File: src/shared/usart_spi_pkg.sv
package usart_spi_pkg;
  // Register byte offsets
  localparam logic [7:0] ADDR_DATA = 8'h00;
  localparam logic [7:0] ADDR_STATUS = 8'h04;
  localparam logic [7:0] ADDR_CTRL = 8'h08;
  localparam logic [7:0] ADDR_MODE = 8'h0C;
  localparam logic [7:0] ADDR_BAUD = 8'h10;
  // Status field positions
  localparam int unsigned RXC_BIT = 7;
  localparam int unsigned TXC_BIT = 6;
  localparam int unsigned UDRE_BIT = 5;
  // Control field positions
  localparam int unsigned RXCIE_BIT = 7;
  localparam int unsigned TXCIE_BIT = 6;
  localparam int unsigned BUFFER_EMPTY_IRQ_EN_BIT = 5;
  localparam int unsigned RXEN_BIT = 4;
  localparam int unsigned TXEN_BIT = 3;
  // Mode register field positions
  localparam int unsigned MODE_HI = 7;
  localparam int unsigned MODE_LO = 6;
  localparam int unsigned ORDER_BIT = 2;
  localparam int unsigned CPHA_BIT = 1;
  localparam int unsigned CPOL_BIT = 0;
  // Reset values
  localparam logic [7:0] MODE_RST = 8'h06;
  localparam logic [7:0] CTRL_RST = 8'h00;
  localparam logic [11:0] BAUD_RST = 12'h000;
  // Frame shape
  localparam int unsigned FRAME_BITS = 8;
  localparam logic [3:0] EDGE_LAST = 4'hF;
  localparam logic [1:0] RX_DEPTH = 2'h2;
  typedef enum logic [1:0] {
    MODE_ASYNC = 2'b00,
    MODE_SYNC = 2'b01,
    MODE_RSVD = 2'b10,
    MODE_MSPI = 2'b11
  } usart_mode_t;
  typedef enum logic {
    ENG_IDLE = 1'b0,
    ENG_RUN = 1'b1
  } eng_state_t;
endpackage : usart_spi_pkg

File: src/shared/shift_if.sv
`timescale 1ns/10ps
`default_nettype none
interface shift_if #(parameter int unsigned DIV_W = 12);
  logic start;
  logic [7:0] tx_byte;
  logic lsb_first;
  logic cpha;
  logic cpol;
  logic [DIV_W-1:0] divisor;
  logic miso;
  logic busy;
  logic done;
  logic [7:0] rx_byte;
  logic mosi;
  logic sck;
  modport ctl (output start, tx_byte, lsb_first, cpha, cpol, divisor,
    miso, input busy, done, rx_byte, mosi, sck);
  modport eng (input start, tx_byte, lsb_first, cpha, cpol, divisor,
    miso, output busy, done, rx_byte, mosi, sck);
endinterface : shift_if
`default_nettype wire

File: src/design/spi_shift_engine.sv
`timescale 1ns/10ps
`default_nettype none
module spi_shift_engine #(parameter int unsigned DIV_W = 12) (
  input wire logic clk_sys_i,
  input wire logic sys_rst_i,
  input wire logic ce_i,
  shift_if.eng sh
);
  usart_spi_pkg::eng_state_t state_q;
  logic [DIV_W-1:0] div_q;
  logic [3:0] edge_q;
  logic sck_q;
  logic done_q;
  logic [7:0] tx_sr_q;
  logic [7:0] rx_sr_q;
  logic tick;
  logic sample_now;
  logic shift_now;

  // Half-period tick from the divisor, counting only while running
  assign tick = (state_q == usart_spi_pkg::ENG_RUN) && (div_q == sh.divisor);
  // Even edge index is the leading edge of a clock period
  assign sample_now = edge_q[0] ^ ~sh.cpha;
  // Phase one skips the first shift: that bit is already on the line
  assign shift_now = !sample_now && !(sh.cpha && edge_q == 4'h0);

  // Divisor counter
  always_ff @(posedge clk_sys_i) begin
    if (sys_rst_i) begin
      div_q <= '0;
    end else if (ce_i) begin
      if (tick || state_q == usart_spi_pkg::ENG_IDLE) begin
        div_q <= '0;
      end else begin
        div_q <= div_q + 1'b1;
      end
    end
  end

  // Frame sequencer: sixteen clock edges make eight bits
  always_ff @(posedge clk_sys_i) begin
    if (sys_rst_i) begin
      state_q <= usart_spi_pkg::ENG_IDLE;
      edge_q <= 4'h0;
      sck_q <= 1'b0;
      done_q <= 1'b0;
      tx_sr_q <= 8'h00;
      rx_sr_q <= 8'h00;
    end else if (ce_i) begin
      done_q <= 1'b0;
      case (state_q)
        usart_spi_pkg::ENG_IDLE: begin
          if (sh.start) begin
            tx_sr_q <= sh.tx_byte;
            edge_q <= 4'h0;
            sck_q <= 1'b0;
            state_q <= usart_spi_pkg::ENG_RUN;
          end
        end
        usart_spi_pkg::ENG_RUN: begin
          if (tick) begin
            sck_q <= ~sck_q;
            edge_q <= edge_q + 4'h1;
            if (sample_now && sh.lsb_first) begin
              rx_sr_q <= {sh.miso, rx_sr_q[7:1]};
            end else if (sample_now) begin
              rx_sr_q <= {rx_sr_q[6:0], sh.miso};
            end
            if (shift_now && sh.lsb_first) begin
              tx_sr_q <= {1'b0, tx_sr_q[7:1]};
            end else if (shift_now) begin
              tx_sr_q <= {tx_sr_q[6:0], 1'b0};
            end
            if (edge_q == usart_spi_pkg::EDGE_LAST) begin
              state_q <= usart_spi_pkg::ENG_IDLE;
              done_q <= 1'b1;
            end
          end
        end
        default: state_q <= usart_spi_pkg::ENG_IDLE;
      endcase
    end
  end

  assign sh.busy = (state_q == usart_spi_pkg::ENG_RUN);
  assign sh.done = done_q;
  assign sh.rx_byte = rx_sr_q;
  assign sh.mosi = sh.lsb_first ? tx_sr_q[0] : tx_sr_q[7];
  // Idle level equals polarity since sck_q rests low
  assign sh.sck = sck_q ^ sh.cpol;
endmodule : spi_shift_engine
`default_nettype wire

File: src/design/sync_2ff.sv
`timescale 1ns/10ps
`default_nettype none
module sync_2ff (
  input wire logic clk_sys_i,
  input wire logic sys_rst_i,
  input wire logic ce_i,
  input wire logic d_i,
  output logic q_o
);
  logic meta_q;
  // First stage feeds only the second
  always_ff @(posedge clk_sys_i) begin
    if (sys_rst_i) begin
      meta_q <= 1'b0;
      q_o <= 1'b0;
    end else if (ce_i) begin
      meta_q <= d_i;
      q_o <= meta_q;
    end
  end
endmodule : sync_2ff
`default_nettype wire

File: src/design/usart_master_spi_control.sv
`timescale 1ns/10ps
`default_nettype none
module usart_master_spi_control #(parameter int unsigned DIV_W = 12) (
  input wire logic clk_sys_i,
  input wire logic sys_rst_i,
  input wire logic ce_i,
  input wire logic hsel_i,
  input wire logic [31:0] haddr_i,
  input wire logic [1:0] htrans_i,
  input wire logic hwrite_i,
  input wire logic [2:0] hsize_i,
  input wire logic [31:0] hwdata_i,
  input wire logic hready_i,
  output logic [31:0] hrdata_o,
  output logic hreadyout_o,
  output logic hresp_o,
  input wire logic global_irq_en_i,
  input wire logic tx_irq_ack_i,
  input wire logic serial_in_pin_i,
  output logic serial_in_owned_o,
  output logic serial_out_pin_o,
  output logic serial_out_oe_o,
  output logic transfer_clock_pin_o,
  output logic transfer_clock_oe_o,
  output logic rx_irq_o,
  output logic tx_irq_o,
  output logic empty_irq_o
);
  ////////////////////////////////////////////////////////////////////////
  // Declarations
  logic ap_valid;
  logic rd_req;
  logic wr_pend_q;
  logic [7:0] wr_addr_q;
  logic [7:0] wdat;
  logic [31:0] rd_mux;
  logic [31:0] hrdata_q;
  logic rxcie_q;
  logic txcie_q;
  logic buffer_empty_irq_en_q;
  logic rxen_q;
  logic txen_q;
  usart_spi_pkg::usart_mode_t mode_q;
  logic order_q;
  logic cpha_q;
  logic cpol_q;
  logic [DIV_W-1:0] baud_q;
  logic tx_active_q;
  logic [7:0] txbuf_q;
  logic txbuf_full_q;
  logic txc_q;
  logic [7:0] rx_mem_q [2];
  logic rd_ptr_q;
  logic [1:0] rx_cnt_q;
  logic rx_pop;
  logic rx_push;
  logic rxc;
  logic udre;
  logic start;
  logic miso_sync;
  logic data_wr;
  logic status_wr;

  shift_if #(.DIV_W(DIV_W)) sh ();

  ////////////////////////////////////////////////////////////////////////
  // Bus slave: zero-wait, always OKAY
  assign ap_valid = hsel_i && htrans_i[1] && hready_i;
  assign rd_req = ap_valid && !hwrite_i;
  assign hreadyout_o = 1'b1;
  assign hresp_o = 1'b0;
  assign hrdata_o = hrdata_q;
  assign wdat = hwdata_i[7:0];
  assign data_wr = wr_pend_q && (wr_addr_q == usart_spi_pkg::ADDR_DATA);
  assign status_wr = wr_pend_q && (wr_addr_q == usart_spi_pkg::ADDR_STATUS);

  // Write address held into the data phase
  always_ff @(posedge clk_sys_i) begin
    if (sys_rst_i) begin
      wr_pend_q <= 1'b0;
      wr_addr_q <= 8'h00;
    end else if (ce_i) begin
      wr_pend_q <= ap_valid && hwrite_i;
      wr_addr_q <= haddr_i[7:0];
    end
  end

  // Read mux; unmapped offsets read zero
  always_comb begin
    rd_mux = 32'h0000_0000;
    if (haddr_i[7:0] == usart_spi_pkg::ADDR_DATA) begin
      rd_mux[7:0] = rx_mem_q[rd_ptr_q];
    end else if (haddr_i[7:0] == usart_spi_pkg::ADDR_STATUS) begin
      // Error flags and reserved bits stay zero
      rd_mux[usart_spi_pkg::RXC_BIT] = rxc;
      rd_mux[usart_spi_pkg::TXC_BIT] = txc_q;
      rd_mux[usart_spi_pkg::UDRE_BIT] = udre;
    end else if (haddr_i[7:0] == usart_spi_pkg::ADDR_CTRL) begin
      rd_mux[usart_spi_pkg::RXCIE_BIT] = rxcie_q;
      rd_mux[usart_spi_pkg::TXCIE_BIT] = txcie_q;
      rd_mux[usart_spi_pkg::BUFFER_EMPTY_IRQ_EN_BIT] = buffer_empty_irq_en_q;
      rd_mux[usart_spi_pkg::RXEN_BIT] = rxen_q;
      rd_mux[usart_spi_pkg::TXEN_BIT] = txen_q;
    end else if (haddr_i[7:0] == usart_spi_pkg::ADDR_MODE) begin
      rd_mux[usart_spi_pkg::MODE_HI:usart_spi_pkg::MODE_LO] = mode_q;
      rd_mux[usart_spi_pkg::ORDER_BIT] = order_q;
      rd_mux[usart_spi_pkg::CPHA_BIT] = cpha_q;
      rd_mux[usart_spi_pkg::CPOL_BIT] = cpol_q;
    end else if (haddr_i[7:0] == usart_spi_pkg::ADDR_BAUD) begin
      rd_mux[DIV_W-1:0] = baud_q;
    end
  end

  // Read data registered at the address phase
  always_ff @(posedge clk_sys_i) begin
    if (sys_rst_i) begin
      hrdata_q <= 32'h0000_0000;
    end else if (ce_i && rd_req) begin
      hrdata_q <= rd_mux;
    end
  end

  ////////////////////////////////////////////////////////////////////////
  // Control, mode and baud registers
  always_ff @(posedge clk_sys_i) begin
    if (sys_rst_i) begin
      rxcie_q <= usart_spi_pkg::CTRL_RST[usart_spi_pkg::RXCIE_BIT];
      txcie_q <= usart_spi_pkg::CTRL_RST[usart_spi_pkg::TXCIE_BIT];
      buffer_empty_irq_en_q <= usart_spi_pkg::CTRL_RST[usart_spi_pkg::BUFFER_EMPTY_IRQ_EN_BIT];
      rxen_q <= usart_spi_pkg::CTRL_RST[usart_spi_pkg::RXEN_BIT];
      txen_q <= usart_spi_pkg::CTRL_RST[usart_spi_pkg::TXEN_BIT];
    end else if (ce_i && wr_pend_q
        && wr_addr_q == usart_spi_pkg::ADDR_CTRL) begin
      // Low three bits have no storage
      rxcie_q <= wdat[usart_spi_pkg::RXCIE_BIT];
      txcie_q <= wdat[usart_spi_pkg::TXCIE_BIT];
      buffer_empty_irq_en_q <= wdat[usart_spi_pkg::BUFFER_EMPTY_IRQ_EN_BIT];
      rxen_q <= wdat[usart_spi_pkg::RXEN_BIT];
      txen_q <= wdat[usart_spi_pkg::TXEN_BIT];
    end
  end

  // Mode and format land together in one write
  always_ff @(posedge clk_sys_i) begin
    if (sys_rst_i) begin
      mode_q <= usart_spi_pkg::usart_mode_t'(
        usart_spi_pkg::MODE_RST[usart_spi_pkg::MODE_HI:
        usart_spi_pkg::MODE_LO]);
      order_q <= usart_spi_pkg::MODE_RST[usart_spi_pkg::ORDER_BIT];
      cpha_q <= usart_spi_pkg::MODE_RST[usart_spi_pkg::CPHA_BIT];
      cpol_q <= usart_spi_pkg::MODE_RST[usart_spi_pkg::CPOL_BIT];
    end else if (ce_i && wr_pend_q
        && wr_addr_q == usart_spi_pkg::ADDR_MODE) begin
      mode_q <= usart_spi_pkg::usart_mode_t'(
        wdat[usart_spi_pkg::MODE_HI:usart_spi_pkg::MODE_LO]);
      order_q <= wdat[usart_spi_pkg::ORDER_BIT];
      cpha_q <= wdat[usart_spi_pkg::CPHA_BIT];
      cpol_q <= wdat[usart_spi_pkg::CPOL_BIT];
    end
  end

  // Baud divisor
  always_ff @(posedge clk_sys_i) begin
    if (sys_rst_i) begin
      baud_q <= DIV_W'(usart_spi_pkg::BAUD_RST);
    end else if (ce_i && wr_pend_q
        && wr_addr_q == usart_spi_pkg::ADDR_BAUD) begin
      baud_q <= hwdata_i[DIV_W-1:0];
    end
  end

  ////////////////////////////////////////////////////////////////////////
  // Transmit side
  // Only master SPI mode moves data; other modes are not built here
  assign start = txbuf_full_q && !sh.busy && tx_active_q
    && (mode_q == usart_spi_pkg::MODE_MSPI);
  assign udre = !txbuf_full_q;

  // Transmit buffer: writes while full are dropped
  always_ff @(posedge clk_sys_i) begin
    if (sys_rst_i) begin
      txbuf_full_q <= 1'b0;
      txbuf_q <= 8'h00;
    end else if (ce_i) begin
      if (data_wr && !txbuf_full_q && txen_q) begin
        txbuf_full_q <= 1'b1;
        txbuf_q <= wdat;
      end else if (start) begin
        txbuf_full_q <= 1'b0;
      end
    end
  end

  // Disable takes hold only once nothing is left to send
  always_ff @(posedge clk_sys_i) begin
    if (sys_rst_i) begin
      tx_active_q <= 1'b0;
    end else if (ce_i) begin
      if (txen_q) begin
        tx_active_q <= 1'b1;
      end else if (!sh.busy && !txbuf_full_q) begin
        tx_active_q <= 1'b0;
      end
    end
  end

  // Complete flag; a frame end with the buffer empty beats a same-cycle clear
  always_ff @(posedge clk_sys_i) begin
    if (sys_rst_i) begin
      txc_q <= 1'b0;
    end else if (ce_i) begin
      if (sh.done && !txbuf_full_q) begin
        txc_q <= 1'b1;
      end else if (tx_irq_ack_i
          || (status_wr && wdat[usart_spi_pkg::TXC_BIT])) begin
        txc_q <= 1'b0;
      end
    end
  end

  ////////////////////////////////////////////////////////////////////////
  // Receive side: two-entry buffer
  assign rxc = (rx_cnt_q != 2'h0);
  assign rx_pop = rd_req && (haddr_i[7:0] == usart_spi_pkg::ADDR_DATA)
    && rxc;
  // Full buffer drops the newest byte
  assign rx_push = sh.done && rxen_q
    && (rx_cnt_q != usart_spi_pkg::RX_DEPTH);

  always_ff @(posedge clk_sys_i) begin
    if (sys_rst_i) begin
      rx_cnt_q <= 2'h0;
      rd_ptr_q <= 1'b0;
    end else if (ce_i) begin
      if (!rxen_q) begin
        rx_cnt_q <= 2'h0;
      end else begin
        rx_cnt_q <= rx_cnt_q + {1'b0, rx_push} - {1'b0, rx_pop};
      end
      if (rx_pop) begin
        rd_ptr_q <= ~rd_ptr_q;
      end
    end
  end

  // Storage needs no reset; the count says what is valid
  always_ff @(posedge clk_sys_i) begin
    if (ce_i && rx_push) begin
      rx_mem_q[rd_ptr_q ^ rx_cnt_q[0]] <= sh.rx_byte;
    end
  end

  ////////////////////////////////////////////////////////////////////////
  // Engine and pins
  assign sh.start = start;
  assign sh.tx_byte = txbuf_q;
  assign sh.lsb_first = order_q;
  assign sh.cpha = cpha_q;
  assign sh.cpol = cpol_q;
  assign sh.divisor = baud_q;
  assign sh.miso = miso_sync;

  sync_2ff u_miso_sync (
    .clk_sys_i(clk_sys_i),
    .sys_rst_i(sys_rst_i),
    .ce_i(ce_i),
    .d_i(serial_in_pin_i),
    .q_o(miso_sync)
  );

  spi_shift_engine #(.DIV_W(DIV_W)) u_engine (
    .clk_sys_i(clk_sys_i),
    .sys_rst_i(sys_rst_i),
    .ce_i(ce_i),
    .sh(sh.eng)
  );

  // Pin ownership follows the enables
  assign serial_in_owned_o = rxen_q;
  assign serial_out_oe_o = tx_active_q;
  assign transfer_clock_oe_o = tx_active_q;
  assign serial_out_pin_o = sh.mosi;
  assign transfer_clock_pin_o = sh.sck;

  // Requests gated by enable and the global flag
  assign rx_irq_o = rxcie_q && global_irq_en_i && rxc;
  assign tx_irq_o = txcie_q && global_irq_en_i && txc_q;
  assign empty_irq_o = buffer_empty_irq_en_q && global_irq_en_i && udre;
endmodule : usart_master_spi_control
`default_nettype wire

File: config.mk
export PLATFORM = sky130hd
export DESIGN_NAME = usart_master_spi_control
export DESIGN_NICKNAME = d
export VERILOG_FILES = /design/src/shared/usart_spi_pkg.sv /design/src/shared/shift_if.sv /design/src/design/spi_shift_engine.sv /design/src/design/sync_2ff.sv /design/src/design/usart_master_spi_control.sv
export SDC_FILE = /design/constraint.sdc
export NUM_CORES = 1
export LEC_CHECK = 0
export BUFFER_PORTS_ARGS = -buffer_cell sky130_fd_sc_hd__clkbuf_2
export CORE_MARGIN = 10
export CORE_UTILIZATION = 25
export CTS_BUF_LIST = sky130_fd_sc_hd__clkbuf_8
export DETAILED_ROUTE_END_ITERATION = 6
export PLACE_DENSITY = 0.4
export SETUP_SLACK_MARGIN = 0.4
export SYNTH_ARGS = -nofsm -noshare
export SYNTH_HDL_FRONTEND = slang
export SYNTH_HIERARCHICAL = 1
export SYNTH_SLANG_ARGS = --single-unit
File: constraint.sdc
create_clock -name clk_sys_i -period 2.2 [get_ports clk_sys_i]
set_input_delay 0 -clock clk_sys_i [delete_from_list [all_inputs] [get_ports clk_sys_i]]
set_output_delay 0 -clock clk_sys_i [all_outputs]
set_load 0.03 [all_outputs]
# --- Word level (Yosys, flattened, before mapping) ---
# Memory sizes are Yosys's and may differ from the RTL's. A register that Yosys moved wholly into a read port is not among the register bits.
# Cells that the tools add are included.
classes:
  mux: 45
  addsub: 4
  n_reduce_logical: 58
  bitwise: 7
  eq_ne: 15
op_table:
  columns: ["operator", "count"]
  rows:
  - ["two-way mux 8 bit", 7]
  - ["logical AND 1 bit", 35]
  - ["equality test 8 x 4 -> 1 bit (second input constant)", 4]
  - ["two-way mux 12 bit", 2]
  - ["two-way mux 4 bit", 6]
  - ["two-way mux 1 bit", 18]
  - ["equality test 8 x 3 -> 1 bit (second input constant)", 2]
  - ["equality test 8 x 5 -> 1 bit (second input constant)", 2]
  - ["logical NOT 8 bit", 2]
  - ["one-hot mux 8 bit (2 select lines)", 1]
  - ["adder 12 x 1 -> 12 bit (second input constant)", 1]
  - ["equality test 12 bit", 1]
  - ["two-way mux 3 bit", 4]
  - ["two-way mux 5 bit", 2]
  - ["AND reduction 2 bit", 5]
  - ["nonzero test 2 bit", 5]
  - ["one-hot mux 4 bit (2 select lines)", 1]
  - ["AND reduction 4 bit", 2]
  - ["!= test 2 bit (second input constant)", 3]
  - ["logical NOT 1 bit", 5]
  - ["adder 4 x 1 -> 4 bit (second input constant)", 1]
  - ["equality test 4 bit (second input constant)", 1]
  - ["logical NOT 4 bit", 1]
  - ["two-way mux 2 bit", 2]
  - ["other kinds (9)", 16]
totals:
  memories: 1
  ff_bits: 94
  ram_bits: 16
memory_table:
  columns: ["memory", "depth", "width", "read_ports", "rd_ports_with_merged_regs", "write_ports", "line", "rtl"]
  rows:
  - ["rx_mem_q", 2, 8, 1, 1, 1, "usart_master_spi_control.sv:52", "logic [7:0] rx_mem_q [2];"]

# --- Longest topological paths before layout ---
logic_depth:
  depth_word: 8
  ltp_mapped: 11

# --- By module ---
# The synthesis kept the hierarchy.
by_module_without_submodules:
  columns: ["module", "cells_each", "seq_area_each_um2", "area_each_um2", "instances"]
  rows:
  - ["usart_master_spi_control", 330, 1641.6, 3314.4, 1]
  - ["spi_shift_engine", 254, 700.7, 2124.5, 1]
  - ["sync_2ff", 6, 40.0, 67.6, 1]

# --- Worst setup path before layout ---
# Ideal clock, no wire load.
synth_path:
  path_kind: "register to register"
  startpoint: "register u_engine.edge_q[0]"
  endpoint: "register u_engine.tx_sr_q[6]"
  arrival_time_ps: 1833
  path_buffers: 2
  path_stages_with_launch: 10
  period_less_slack_ps: 1905
  path_slack_ps: 295
  path_cell_list: "dfxtp_1 clkbuf_1 inv_1 ha_1 nor4b_1 or2_2 clkbuf_1 a21oi_1 o211ai_1 mux2i_1"
synth_between:
  elab_chain_len: 8
synth_rtl:
  columns: ["element", "line", "rtl"]
  rows:
  - ["from (decl)", "spi_shift_engine.sv:11", "logic [3:0] edge_q;"]
  - ["from (signal assigned)", "spi_shift_engine.sv:63", "edge_q <= edge_q + 4'h1;"]
  - ["logical NOT 4 bit", "spi_shift_engine.sv:25", "assign shift_now = !sample_now && !(sh.cpha && edge_q == 4'h0);"]
  - ["logical AND 1 bit", "spi_shift_engine.sv:25", null]
  - ["logical NOT 1 bit", "spi_shift_engine.sv:25", null]
  - ["logical AND 1 bit *", "spi_shift_engine.sv:25", null]
  - ["logical AND 1 bit", "spi_shift_engine.sv:69", "if (shift_now && sh.lsb_first) begin"]
  - ["two-way mux 8 bit", "spi_shift_engine.sv:69", null]
  - ["two-way mux 8 bit", "spi_shift_engine.sv:61", "if (tick) begin"]
  - ["one-hot mux 8 bit (2 select lines)", "spi_shift_engine.sv:51", "case (state_q)"]
  - ["to (signal assigned)", "spi_shift_engine.sv:54", "tx_sr_q <= sh.tx_byte;"]
  - ["to (signal assigned)", "spi_shift_engine.sv:70", "tx_sr_q <= {1'b0, tx_sr_q[7:1]};"]
  - ["to (signal assigned)", "spi_shift_engine.sv:72", "tx_sr_q <= {tx_sr_q[6:0], 1'b0};"]
  - ["to (decl)", "spi_shift_engine.sv:14", "logic [7:0] tx_sr_q;"]
# Every way passes the cells marked *; elsewhere a longest branch is shown, timed or not. The select of a mux whose other input is x is not followed.
# A chain may end at the register's enable or synchronous reset.

# --- Final worst setup path ---
layout_path:
  startpoint: "register rx_cnt_q[1]"
  endpoint: "register rx_cnt_q[1]"
layout_between:
  elab_chain_len: 5
layout_rtl:
  columns: ["element", "line", "rtl"]
  rows:
  - ["from (decl)", "usart_master_spi_control.sv:54", "logic [1:0] rx_cnt_q;"]
  - ["from (signal assigned)", "usart_master_spi_control.sv:238", "rx_cnt_q <= rx_cnt_q + {1'b0, rx_push} - {1'b0, rx_pop};"]
  - ["!= test 2 bit", "usart_master_spi_control.sv:228", "&& (rx_cnt_q != usart_spi_pkg::RX_DEPTH);"]
  - ["logical AND 1 bit", "usart_master_spi_control.sv:228", null]
  - ["adder 2 x 1 -> 2 bit", "usart_master_spi_control.sv:238", null]
  - ["subtractor 2 x 1 -> 2 bit *", "usart_master_spi_control.sv:238", null]
  - ["two-way mux 2 bit *", "usart_master_spi_control.sv:235", "if (!rxen_q) begin"]
# Every way passes the cells marked *; elsewhere a longest branch is shown, timed or not.

==> metrics.md <==
| Metric | Value |
|---|---|
| Pre-CTS setup slack | 0.293 ns |
| Worst setup path category | reg -> reg |
| Setup WS post-layout | 0.398 ns |
| Clock transition at path regs | 0.10 ns |
| Post-synthesis sequential area ratio | 43.3% |
| Max Cap Violations | 0 |
| Largest fanout on the critical path | 5 |
| Cts bufs inserted | 9 |
| Pin count of the biggest net entering global routing | 44 |
| Fin area | 6770 µm² |
| Fraction of layout instances using a drive strength above 1 | 23.2% |
| Reg2reg end | rx_cnt_q[1] |
| Post-route ant nets | 0 |
| Xor/xnor share of the synthesized area | 3.95% |
| Commonest non-fill, non-tap cell in the layout | dfxtp_1 |
| Clock Latency Late Sink | 0.39 ns |
| Async S/R FF share, synth | 0% |
| Die Ht | 168 µm |
| Max-slew violations | 0 |
| Area share of the largest cell type after synthesis | 34.5% |
| R2r setup slk | 0.40 ns |
| Synth Area in Simple Gates | 18.7% |
| Synth cell types | 59 |
| Gate count after technology mapping | 590 |
| Hold Crit Depth | 4 |
| Routability congestion estimate | 0.783 |
| Grt ovf | 0 |
| Layout net count | 759 |
| IO Pins | 120 |
| EDFF count, synth | 16 |
| Hold crit path type | in -> reg |
| Slew @ Worst Pin | 0.589 ns |
| Critical Path End | rx_cnt_q[1] |
| Total leakage power | 2.77 nW |
| Critical Path Source | rx_cnt_q[1] |
| DR vias/cell | 4.62 |
| Fmax | 555 MHz |
| Hold slack | 0.0460 ns |
| Ys Warns | 6 |
| Area grow syn2layout | 22.9% |
| WL per Instance | 16.9 µm |
| CTS tree | built |
| Hold Fails Final Rpt | 0 |
| Antenna diodes | 0 |
| Hpwl dp | 11800 µm |
| Slew headroom | 60.7% |
| Compound-Gate Fraction of Synth Area | 13.8% |
| I/O Buffers | 49 |
| Area leader, netlist | dfxtp_1 |
| Post-route setup TNS | 0 ns |
| Number of global-route vias before repair | 4341 |
| CP Data Required Time | 2.51 ns |
| CP arrival | 2.11 ns |
| Critical Path Source Type | flip-flop |
| Area contributors post-synth | dfxtp_1 35%, mux2i_1 11%, edfxtp_1 8.7% |
| Synthesis-stage register bit count | 111 |
| Adder-cell share of the synthesized area | 1.14% |
| Clk_skew | 0.0212 ns |
| Antenna violations before repair | 0 |
| H-tree levels | 3 |
| Sink Count | 111 |
| Syn Area/Cell | 9.33 µm² |
| Chip width | 168 µm |
| Deepest clock path buffer count | 2 |
| Worst VDD drop | 0.210 mV |
| Final WL | 16300 µm |
| Post-route DRC violation count | 0 |
| Die area | 28400 µm² |
| Site Rows | 54 |
| CP endpoint kind | flip-flop |
| DP Area | 6060 µm² |
| Final setup fails | 0 |
| Initial Utilization | 25.3% |
| Period utilisation layout | 81.9% |
| Starting DRT DRC Count | 319 |
| DRT Pass-1 Iters | 5 |
| Post-synthesis mux area share | 11.7% |
| Reg2Reg Depth | 10 |
| Largest family of logic cells by synthesized area | simple AND/OR/NAND/NOR gates |
| Period minus WS final | 1.80 ns |
| CTS root buffer | clkbuf_8 |
| Most frequent cells in the layout | 77 x dfxtp_1, 71 x nor2_1, 63 x mux2i_1 |
| PwrDens | 532 nW/µm² |
| Floorplan core area | 21800 µm² |
| Dominant synthesized flop cell | dfxtp_1 |
| Vias | 4439 |
| Final core occ | 31.1% |
| Synthesized area | 5510 µm² |
| Outcome | finished, final reports clean |
| Reg-to-reg critical path startpoint | rx_cnt_q[1] |
| Total global-route track usage | 11.3% |
| RSZ-0062 raised after global routing | true |
| First-pass GRT wire length | 25400 µm |
timing repair:
| item | CTS | global route |
|---|---|---|
| hold endpoints to repair | 40 | 0 |
| buffers inserted | 1 | 10 |
| hold buffers | 22 | 0 |
| setup endpoints to repair | 19 | 37 |
| cloned | 0 | 2 |
| pin swaps | 3 | 13 |
| resized for setup | 14 | 33 |
cell families (layout without fill, tap and decap cells):
| group | count (synthesis) | count (layout) |
|---|---|---|
| simple gates | 205 | 205 |
| compound gates | 105 | 105 |
| fa+ha+maj | 5 | 5 |
| mux | 64 | 64 |
| xor+xnor | 24 | 24 |
| other cells | 2 | 22 |
| buf+inv | 74 | 145 |
| flops | 111 | 111 |
through the flow:
| stage | instances | power (mW) |
|---|---|---|
| global placement | 910 | 2.34 |
| global route | 961 | 3.78 |
| finish | 961 | 3.60 |
| detailed placement | 910 | 2.35 |
| CTS | 949 | 3.66 |
| floorplan | 610 | 2.29 |
cells in the mapped netlist (3+ instances only):
cell,instances
o31ai_2,4
nand3_1,6
inv_1,20
a21oi_1,27
a21o_1,3
mux2i_1,63
buf_6,4
a311oi_1,4
a22o_1,4
buf_2,5
nor2_1,73
buf_4,25
or3_1,4
nor3_1,6
a22oi_1,8
a221oi_1,6
buf_1,4
dfxtp_1,95
a211o_1,9
nor2b_1,5
clkbuf_1,15
nand2b_1,8
nor3b_1,3
a311oi_2,5
xor2_1,7
nand2_1,56
ha_1,5
xnor2_1,16
nand3b_1,6
nand4_1,17
o21ai_0,21
and3_1,3
edfxtp_1,16
state kept, by name, summed over array words and instances, names as in the netlist, 2 cells and up, named ones only:
register and flops:
wr_addr_q 8, baud_q 12, sh.tx_byte 8, mode_q 2, rx_mem_q 16, u_engine/tx_sr_q 8, u_engine/edge_q 4, hrdata_o 12
rx_cnt_q 2, u_engine/div_q 12, u_engine/sh.rx_byte 8
how the worst min path moves through the flow:
stage | start | to
2_1_floorplan | sys_rst_i | u_miso_sync/meta_q
3_3_place_gp | hwdata_i[8] | baud_q[8]
3_5_place_dp | hwdata_i[11] | baud_q[11]
4_1_cts | htrans_i[1] | rd_ptr_q
5_1_grt | haddr_i[2] | hrdata_o[3]
6_report | htrans_i[1] | rd_ptr_q
metal layers:
| metal | GRT usage [%] | routed length, µm | vias to the layer above | part of all wire (%) |
|---|---|---|---|---|
| li1 | - | - | 2205 | - |
| met1 | 15.1 | 7940 | 2118 | 49 |
| met2 | 17.3 | 7390 | 105 | 45 |
| met3 | 2.33 | 743 | 11 | 4.6 |
| met4 | 4.24 | 193 | 0 | 1.2 |
| met5 | 0 | 0 | - | 0 |
critical path: stages, from the launching register on:
cell,delay [ns]
dfxtp_4,0.38
o21ba_2,0.21
nand4_1,0.12
nor2_1,0.06
ha_1,0.28
inv_2,0.04
ha_4,0.15
xor2_2,0.17
o21ai_1,0.13
nand2_1,0.06
a21oi_1,0.13
cell type report:
class,count,area [µm²]
well taps,280,350
inverters,21,78.8
clock buffers,10,138
flip-flops and latches,111,2420
repair buffers,108,790
clock inverters,6,55.1
multi-input cells,425,2930
fillers,2305,15000
power by group:
group	switching [mW]	internal (mW)
Clock	0.725	0.548
Combinational	0.176	0.0876
Sequential	0.0102	2.05
Total	0.912	2.68
Note: power is estimated with default switching activity, not from simulation.
